<file path="src/iapr_pkg.sv">
// Package: constants and bus carriers for the interrupt acknowledge block
package iapr_pkg;

  // ----------------------------------------
  // Register map (byte addresses)
  // ----------------------------------------
  localparam int unsigned ADDR_W      = 8;
  localparam logic [7:0]  OFS_REQ     = 8'h00;
  localparam logic [7:0]  OFS_MASK    = 8'h04;
  localparam logic [7:0]  OFS_LEVEL   = 8'h08;
  localparam logic [7:0]  OFS_STATUS  = 8'h0C;
  localparam logic [7:0]  OFS_SERVICE = 8'h10;

  // ----------------------------------------
  // Status word layout and reset values
  // ----------------------------------------
  localparam int unsigned ACCEPT_BIT  = 7;
  localparam int unsigned LEVEL_BIT   = 1;
  localparam logic [7:0]  STATUS_RST  = 8'h02;
  localparam logic        MASK_RST    = 1'b1;
  localparam logic        LEVEL_RST   = 1'b1;

  // ----------------------------------------
  // Vectors
  // ----------------------------------------
  localparam logic [15:0] TRAP_VEC    = 16'h003E;
  localparam logic [15:0] VEC_BASE    = 16'h0004;

  // ----------------------------------------
  // Timing, in CPU clocks
  // ----------------------------------------
  localparam int unsigned LAT_HI_MIN  = 7;
  localparam int unsigned LAT_LO_MIN  = 8;
  localparam int unsigned SEQ_TAIL    = 4;
  localparam logic [2:0]  WAIT_HI     = 3'(LAT_HI_MIN - SEQ_TAIL);
  localparam logic [2:0]  WAIT_LO     = 3'(LAT_LO_MIN - SEQ_TAIL);

  // ----------------------------------------
  // AXI4-Lite
  // ----------------------------------------
  localparam logic [1:0]  RESP_OKAY   = 2'h0;
  localparam logic [1:0]  RESP_SLVERR = 2'h2;

  typedef struct packed {
    logic              awvalid;
    logic [ADDR_W-1:0] awaddr;
    logic              wvalid;
    logic [31:0]       wdata;
    logic [3:0]        wstrb;
    logic              bready;
    logic              arvalid;
    logic [ADDR_W-1:0] araddr;
    logic              rready;
  } iapr_axi_req_type;

  typedef struct packed {
    logic        awready;
    logic        wready;
    logic        bvalid;
    logic [1:0]  bresp;
    logic        arready;
    logic        rvalid;
    logic [31:0] rdata;
    logic [1:0]  rresp;
  } iapr_axi_rsp_type;

endpackage

</file>
<file path="src/iapr_top.sv">
// Interrupt acknowledge, priority and nesting logic with AXI4-Lite registers
`timescale 1ns/1ns
module iapr_top #(
  parameter int unsigned N_SRC = 8
) (
  // Clock and reset
  input  wire logic                      core_clk,
  input  wire logic                      arst_n,
  // Register bus
  input  wire iapr_pkg::iapr_axi_req_type axi_req,
  output      iapr_pkg::iapr_axi_rsp_type axi_rsp,
  // Peripheral request sources
  input  wire logic [N_SRC-1:0]          req_pulse,
  // CPU core sequencer
  input  wire logic                      instr_done,
  input  wire logic                      instr_defer,
  input  wire logic                      div_busy,
  input  wire logic                      software_trap_op,
  input  wire logic                      maskable_return_op,
  input  wire logic                      trap_return_op,
  input  wire logic [7:0]                restore_status,
  input  wire logic                      core_status_we,
  input  wire logic [7:0]                core_status_wdata,
  // Service sequence to the core
  output logic [7:0]                     status_word_reg,
  output logic [7:0]                     stack_status,
  output logic                           push_status,
  output logic                           push_counter,
  output logic                           vector_load,
  output logic [15:0]                    vector_addr
);

  // ----------------------------------------
  // State
  // ----------------------------------------
  typedef enum logic [2:0] {
    IAPR_IDLE, IAPR_WAIT, IAPR_PSH_ST, IAPR_PSH_PC, IAPR_VEC
  } iapr_state_type;

  iapr_state_type     state;
  logic [2:0]         wait_cnt;
  logic [N_SRC-1:0]   req_flag;
  logic [N_SRC-1:0]   request_mask_bit;
  logic [N_SRC-1:0]   level_select_bit;
  logic               bus_hold;
  logic               sel_trap;
  logic               sel_level;
  logic [7:0]         sel_src;
  logic               in_service;

  // Bus slave state
  logic               aw_got;
  logic               w_got;
  logic [7:0]         aw_addr;
  logic [7:0]         w_byte;
  logic               w_lane;
  logic [N_SRC-1:0]   sw_clr;
  logic [N_SRC-1:0]   sw_set;

  // ----------------------------------------
  // Arbitration
  // ----------------------------------------
  logic [N_SRC-1:0]   acceptable;
  logic               any_hi;
  logic               any_lo;
  logic [7:0]         idx_hi;
  logic [7:0]         idx_lo;
  logic               global_accept_flag;
  logic               serviced_level_flag;
  logic               boundary;
  logic               take_mask;
  logic               take_trap;
  logic               grant_lvl;
  logic [7:0]         grant_idx;

  assign global_accept_flag  = status_word_reg[iapr_pkg::ACCEPT_BIT];
  assign serviced_level_flag = status_word_reg[iapr_pkg::LEVEL_BIT];
  assign acceptable          = req_flag & ~request_mask_bit;

  // Descending scan so the lowest index is left standing
  always_comb begin
    any_hi = 1'b0;
    any_lo = 1'b0;
    idx_hi = 8'h00;
    idx_lo = 8'h00;
    for (int i = N_SRC - 1; i >= 0; i--) begin
      if (acceptable[i] && !level_select_bit[i]) begin
        any_hi = 1'b1;
        idx_hi = 8'(i);
      end
      if (acceptable[i] && level_select_bit[i]) begin
        any_lo = 1'b1;
        idx_lo = 8'(i);
      end
    end
  end

  // A boundary that follows a deferring instruction or register write
  // is skipped; a divide holds off the boundary altogether.
  assign boundary  = instr_done && !div_busy && !instr_defer && !bus_hold
                     && (state == IAPR_IDLE);
  assign take_trap = (state == IAPR_IDLE) && software_trap_op;
  assign take_mask = boundary && !software_trap_op && global_accept_flag
                     && (any_hi || (any_lo && serviced_level_flag));
  assign grant_lvl = !any_hi;
  assign grant_idx = any_hi ? idx_hi : idx_lo;

  // ----------------------------------------
  // Service sequence
  // ----------------------------------------
  always_ff @(posedge core_clk or negedge arst_n) begin
    if (!arst_n) begin
      state     <= IAPR_IDLE;
      wait_cnt  <= 3'h0;
      sel_trap  <= 1'b0;
      sel_level <= 1'b1;
      sel_src   <= 8'h00;
    end else begin
      case (state)
        IAPR_IDLE: begin
          if (take_trap) begin
            state    <= IAPR_WAIT;
            wait_cnt <= iapr_pkg::WAIT_HI;
            sel_trap <= 1'b1;
          end else if (take_mask) begin
            state     <= IAPR_WAIT;
            // Low level spends one more clock in the judge
            wait_cnt  <= grant_lvl ? iapr_pkg::WAIT_LO : iapr_pkg::WAIT_HI;
            sel_trap  <= 1'b0;
            sel_level <= grant_lvl;
            sel_src   <= grant_idx;
          end
        end
        IAPR_WAIT: begin
          if (wait_cnt <= 3'h1) begin
            state <= IAPR_PSH_ST;
          end
          wait_cnt <= wait_cnt - 3'h1;
        end
        IAPR_PSH_ST: state <= IAPR_PSH_PC;
        IAPR_PSH_PC: state <= IAPR_VEC;
        IAPR_VEC:    state <= IAPR_IDLE;
        default:     state <= IAPR_IDLE;
      endcase
    end
  end

  // Registered strobes to the core, one cycle each
  always_ff @(posedge core_clk or negedge arst_n) begin
    if (!arst_n) begin
      push_status  <= 1'b0;
      push_counter <= 1'b0;
      vector_load  <= 1'b0;
      vector_addr  <= 16'h0000;
    end else begin
      push_status  <= (state == IAPR_WAIT) && (wait_cnt <= 3'h1);
      push_counter <= (state == IAPR_PSH_ST);
      vector_load  <= (state == IAPR_PSH_PC);
      if (state == IAPR_PSH_PC) begin
        vector_addr <= sel_trap ? iapr_pkg::TRAP_VEC
                     : iapr_pkg::VEC_BASE + {7'h00, sel_src, 1'b0};
      end
    end
  end

  // ----------------------------------------
  // Status word
  // ----------------------------------------
  // The value pushed is the one before acceptance altered it.
  always_ff @(posedge core_clk or negedge arst_n) begin
    if (!arst_n) begin
      status_word_reg <= iapr_pkg::STATUS_RST;
      stack_status    <= iapr_pkg::STATUS_RST;
    end else if (take_trap) begin
      stack_status <= status_word_reg;
      status_word_reg[iapr_pkg::ACCEPT_BIT] <= 1'b0;
    end else if (take_mask) begin
      stack_status <= status_word_reg;
      status_word_reg[iapr_pkg::ACCEPT_BIT] <= 1'b0;
      status_word_reg[iapr_pkg::LEVEL_BIT]  <= grant_lvl;
    end else if (maskable_return_op || trap_return_op) begin
      status_word_reg <= restore_status;
    end else if (core_status_we) begin
      status_word_reg <= core_status_wdata;
    end else if (aw_got && w_got && !axi_rsp.bvalid && w_lane
                 && aw_addr == iapr_pkg::OFS_STATUS) begin
      status_word_reg <= w_byte;
    end
  end

  // In-service marker, shown on the service register
  always_ff @(posedge core_clk or negedge arst_n) begin
    if (!arst_n) begin
      in_service <= 1'b0;
    end else if (take_trap || take_mask) begin
      in_service <= 1'b1;
    end else if (maskable_return_op || trap_return_op) begin
      in_service <= 1'b0;
    end
  end

  // ----------------------------------------
  // Request flags, masks and levels
  // ----------------------------------------
  logic bus_wr;

  assign bus_wr = aw_got && w_got && !axi_rsp.bvalid;

  always_comb begin
    sw_clr = '0;
    sw_set = '0;
    if (bus_wr && w_lane && aw_addr == iapr_pkg::OFS_REQ) begin
      sw_set = w_byte[N_SRC-1:0];
      sw_clr = ~w_byte[N_SRC-1:0];
    end
  end

  // Hardware set beats both software clear and acceptance clear
  generate
    for (genvar g = 0; g < N_SRC; g++) begin : gen_src
      always_ff @(posedge core_clk or negedge arst_n) begin
        if (!arst_n) begin
          req_flag[g] <= 1'b0;
        end else if (req_pulse[g]) begin
          req_flag[g] <= 1'b1;
        end else if (take_mask && !grant_lvl == !level_select_bit[g]
                     && grant_idx == 8'(g)) begin
          req_flag[g] <= 1'b0;
        end else if (sw_set[g]) begin
          req_flag[g] <= 1'b1;
        end else if (sw_clr[g]) begin
          req_flag[g] <= 1'b0;
        end
      end
    end
  endgenerate

  always_ff @(posedge core_clk or negedge arst_n) begin
    if (!arst_n) begin
      request_mask_bit <= {N_SRC{iapr_pkg::MASK_RST}};
      level_select_bit <= {N_SRC{iapr_pkg::LEVEL_RST}};
    end else if (bus_wr && w_lane) begin
      if (aw_addr == iapr_pkg::OFS_MASK) begin
        request_mask_bit <= w_byte[N_SRC-1:0];
      end
      if (aw_addr == iapr_pkg::OFS_LEVEL) begin
        level_select_bit <= w_byte[N_SRC-1:0];
      end
    end
  end

  // A register write blocks the next instruction boundary only
  always_ff @(posedge core_clk or negedge arst_n) begin
    if (!arst_n) begin
      bus_hold <= 1'b0;
    end else if (bus_wr && aw_addr < iapr_pkg::OFS_SERVICE) begin
      bus_hold <= 1'b1;
    end else if (instr_done && !div_busy) begin
      bus_hold <= 1'b0;
    end
  end

  // ----------------------------------------
  // AXI4-Lite write channel
  // ----------------------------------------
  logic        wr_mapped;
  logic        aw_rdy;
  logic        w_rdy;
  logic        b_vld;
  logic [1:0]  b_resp;
  logic        ar_rdy;
  logic        r_vld;
  logic [31:0] r_data;
  logic [1:0]  r_resp;

  // One owner process per response field; the port gathers them in struct order
  assign axi_rsp = {aw_rdy, w_rdy, b_vld, b_resp, ar_rdy, r_vld, r_data, r_resp};

  assign wr_mapped = aw_addr <= iapr_pkg::OFS_STATUS && aw_addr[1:0] == 2'h0;

  always_ff @(posedge core_clk or negedge arst_n) begin
    if (!arst_n) begin
      aw_got  <= 1'b0;
      w_got   <= 1'b0;
      aw_addr <= 8'h00;
      w_byte  <= 8'h00;
      w_lane  <= 1'b0;
      aw_rdy  <= 1'b1;
      w_rdy   <= 1'b1;
      b_vld   <= 1'b0;
      b_resp  <= iapr_pkg::RESP_OKAY;
    end else begin
      if (axi_req.awvalid && aw_rdy) begin
        aw_got  <= 1'b1;
        aw_addr <= axi_req.awaddr;
        aw_rdy  <= 1'b0;
      end
      if (axi_req.wvalid && w_rdy) begin
        w_got  <= 1'b1;
        w_byte <= axi_req.wdata[7:0];
        w_lane <= axi_req.wstrb[0];
        w_rdy  <= 1'b0;
      end
      if (bus_wr) begin
        b_vld  <= 1'b1;
        b_resp <= wr_mapped ? iapr_pkg::RESP_OKAY : iapr_pkg::RESP_SLVERR;
      end
      if (b_vld && axi_req.bready) begin
        b_vld  <= 1'b0;
        aw_got <= 1'b0;
        w_got  <= 1'b0;
        aw_rdy <= 1'b1;
        w_rdy  <= 1'b1;
      end
    end
  end

  // ----------------------------------------
  // AXI4-Lite read channel
  // ----------------------------------------
  logic [31:0] rd_word;
  logic        rd_ok;

  always_comb begin
    rd_word = 32'h0000_0000;
    rd_ok   = 1'b1;
    case (axi_req.araddr)
      iapr_pkg::OFS_REQ:     rd_word[N_SRC-1:0] = req_flag;
      iapr_pkg::OFS_MASK:    rd_word[N_SRC-1:0] = request_mask_bit;
      iapr_pkg::OFS_LEVEL:   rd_word[N_SRC-1:0] = level_select_bit;
      iapr_pkg::OFS_STATUS:  rd_word[7:0]       = status_word_reg;
      iapr_pkg::OFS_SERVICE: rd_word[15:0]      = {sel_src, in_service,
                                                   (state != IAPR_IDLE),
                                                   sel_trap, sel_level, 4'h0};
      default:               rd_ok              = 1'b0;
    endcase
  end

  always_ff @(posedge core_clk or negedge arst_n) begin
    if (!arst_n) begin
      ar_rdy <= 1'b1;
      r_vld  <= 1'b0;
      r_data <= 32'h0000_0000;
      r_resp <= iapr_pkg::RESP_OKAY;
    end else if (axi_req.arvalid && ar_rdy) begin
      ar_rdy <= 1'b0;
      r_vld  <= 1'b1;
      r_data <= rd_word;
      r_resp <= rd_ok ? iapr_pkg::RESP_OKAY : iapr_pkg::RESP_SLVERR;
    end else if (r_vld && axi_req.rready) begin
      r_vld  <= 1'b0;
      ar_rdy <= 1'b1;
    end
  end

endmodule

</file>
<file path="config.mk">
export PLATFORM = sky130hd
export DESIGN_NAME = iapr_top
export DESIGN_NICKNAME = d
export VERILOG_FILES = /design/src/iapr_pkg.sv /design/src/iapr_top.sv
export SDC_FILE = /design/constraint.sdc
export NUM_CORES = 1
export LEC_CHECK = 0
export ABC_CLOCK_PERIOD_IN_PS = 2600
export BUFFER_PORTS_ARGS = -buffer_cell sky130_fd_sc_hd__buf_2
export CORE_UTILIZATION = 51
export CTS_CLUSTER_DIAMETER = 100
export DETAILED_ROUTE_END_ITERATION = 8
export GPL_TIMING_DRIVEN = 0
export PLACE_DENSITY = 0.83
export SLEW_MARGIN = 20
export SYNTH_ARGS = -nofsm -noshare
export SYNTH_HDL_FRONTEND = slang
export SYNTH_SLANG_ARGS = --single-unit
</file>
<file path="constraint.sdc">
create_clock -name core_clk -period 2.6 [get_ports core_clk]
set_clock_uncertainty 0.05 [all_clocks]
set_input_delay 0.52 -clock core_clk [delete_from_list [all_inputs] [get_ports core_clk]]
set_output_delay 0.52 -clock core_clk [all_outputs]
set_load 0.005 [all_outputs]
</file>
==> flow_summary_export.csv <==
group,metric,value,unit
clocking,cts-htree-levels,3,
finish,layout_commonest_cell,"buf_2",
finish,fin_util,63.98,%
finish,final_cell_mix,"buf_2 (103), dfrtp_1 (76), nand2_1 (53), buf_4 (45), mux2_2 (36)",
route,vias_per_cell,5.372,
clocking,cts_tree,"built",
clocking,clockRootBuffer,"clkbuf_8",
floorplan,initial_core_util,52.51,%
finish,multi_input_area,0.002396,mm2
logic_synthesis,yosysWarnings,0,
finish,area_growth,21.84,%
setup_path,crit_fanout,8,
route,routed_wl,12580,um
sta,rsz0062_at_grt,"false",
pwr,total_leakage_power,2.965,nW
sta,setup_tns,0,ns
grt,grt_pass1_vias,3968,
finish,largest_reg_flops,11,
pwr,ir_drop,0.5383,mV
setup_path,setup.worst_path.start_class,"flop",
sta,worstMarginPinSlew,0.8931,ns
floorplan,num_io_pins,166,
route,first_iter_violations,153,
pwr,power_density,803.9,mW/mm2
route,dr_total_vias,4120,
logic_synthesis,ys_seq_elements,98,
sta,period_share,95.26,%
logic_synthesis,seq_area_frac_synth,48.32,%
clocking,clk_pin_slew,0.09,ns
sta,timing.fmax,403.8,MHz
setup_path,crit_path_end_kind,"flop",
clocking,clock_latency,0.37,ns
clocking,cts_buffer_depth,2,
finish,n_antenna_cell,0,
logic_synthesis,synth-edff-count,0,
setup_path,cp.required,2.80,ns
pwr,power,5.027,mW
grt,grt_usage,25.41,%
logic_synthesis,syn_inst,478,
route,ant_nets,0,
sta,fin_crit,2.477,ns
floorplan,die_h,102.3,um
placement,place_area,0.005967,mm2
finish,drive_above_1_share,38.33,%
finish,fill_cells,817,
floorplan,die_width,102.3,um
floorplan,dieArea,0.01047,mm2
placement,hpwlAfterDp,9737,um
logic_synthesis,ys_types,63,
grt,grt_max_degree,52,
clocking,cts_sinks,98,
route,drc,0,
finish,regMostFlops,"r_data",
outcome,run_status,"finished, final reports clean",
sta,hold_viol,0,
route,first_pass_iters,4,
flow_run,maxCapViolations,0,
setup_path,worstPathArrival,2.67,ns
floorplan,row_count,36,
sta,setup_viol,0,
finish,seq_area,0.002480,mm2
sta,relSlewSlack,40.00,%
sta,holdWs,0.01928,ns
placement,portBuffers,102,
finish,final_nets,722,
logic_synthesis,netlist_area,0.005132,mm2
logic_synthesis,async_flop_share,100.0,%
setup_path,worstSetupPathType,"reg -> reg",
route,wl_per_cell,16.40,um
logic_synthesis,synth_flop_cell,"dfrtp_1",
floorplan,core,0.009774,mm2
logic_synthesis,syn_avg_cell_area,10.74,um2
placement,gp_congestion,0.8633,
grt,grt_pass1_wl,19770,um
grt,antenna_found_initial,0,
finish,finalInstanceArea,0.006254,mm2
worst_hold_path,hold_path_class,"in -> async",
sta,maxSlewViolCount,0,
grt,overflow,0,
clocking,numCtsBuffers,9,
-- cell families after synthesis --
kind of cell | after synthesis | share of synthesized area, %
DFF | 98 | 48.32
muxes | 69 | 15.60
adders and majority gates | 3 | 0.7314
other | 1 | 0.07306
AOI/OAI and AO/OA | 87 | 10.95
and+or+nand+nor | 153 | 16.38
buffers and inverters | 67 | 7.948
-- worst max-delay path, stage by stage, from the launching register on --
cell     delay (ns)
dfstp_2        0.60
nor3b_1        0.12
nor4_2         0.45
and2_1         0.28
a21oi_1        0.09
a21o_2         0.33
o41a_1         0.44
-- per-layer routing --
layer  vias up  global-route usage (%)  wire length [um]
met2       145                   42.49              6259
met5         -                       0                 0
met1      2015                   32.65              5413
li1       1937                       -                 -
met4         0                   10.99               337
met3        23                   4.241               569
-- path summary, 6_finish.rpt --
check                      cells after the start  slack (ns)           startpoint            endpoint
min in group core_clk                          2        0.26           axi_req[9]              ar_rdy
setup reg to reg                               6        0.12  level_select_bit[7]         req_flag[3]
hold reg to reg                                2        0.43       vector_addr[5]      vector_addr[5]
hold / removal                                 1        0.02               arst_n               r_vld
max in group asynchronous                      2        1.83               arst_n  status_word_reg[1]
setup / recovery                               6        0.12  level_select_bit[7]         req_flag[3]
-- where the power goes --
group / internal, mW / switching, mW / leakage (nW)
logic: 0.735 / 0.712 / 1.71
clock network: 0.596 / 0.525 / 0.117
registers: 2.00 / 0.461 / 1.14
total: 3.33 / 1.70 / 2.96
-- synth_stat cells (3+ instances only) --
cell type  count  area, um2
mux4_2         4      90.09
nor3b_1       11      82.58
nand2_1       53      198.9
nor2b_1        6      37.54
o21ai_0       30      150.1
ha_1           3      37.54
mux2_1        12      135.1
and3_1         3      18.77
nand3b_1      10      75.07
inv_1         17      63.81
nand4_1        3      18.77
mux2_2        36      405.4
and2_1         3      18.77
buf_4         41      307.8
mux2i_1       17      170.2
a211oi_1       4      30.03
nor2_1        30      112.6
a222oi_1       3      30.03
dfstp_2       22      578.1
and3b_1        3      26.28
nor3_1         4      20.02
o21bai_1       4      30.03
clkbuf_1       7      26.28
nor3_2         3      30.03
nand3_1        7      35.03
dfrtp_1       76       1902
a21oi_1       21      105.1
-- metrics by stage --
stage                     worst slack [ns]  std cells
after floorplan                     0.4027        511
after global placement            -0.09242        746
after detailed placement           -0.1205        747
after CTS                          0.03631        765
after global routing               0.01917        767
final                               0.1233        767
-- what timing repair did --
action                                  4_1_cts  5_1_grt
endpoints found under the setup margin        7       12
pin swaps                                     2        3
endpoints found under the hold margin         0        0
buffers inserted                              2        2
hold buffers                                  0        0
cloned                                        0        0
resized for setup                             3        2
-- area by class of cell --
| class | count | share of cell area, % |
|---|---|---|
| multi-input combinational | 346 | 38.32 |
| clock inverter | 4 | 1.180 |
| buffer | 50 | 5.502 |
| timing repair buffer | 107 | 9.184 |
| clock buffer | 12 | 2.481 |
| inverter | 17 | 1.020 |
| tap | 133 | 2.661 |
| sequential | 98 | 39.66 |
(Power assumes the default switching activity.)
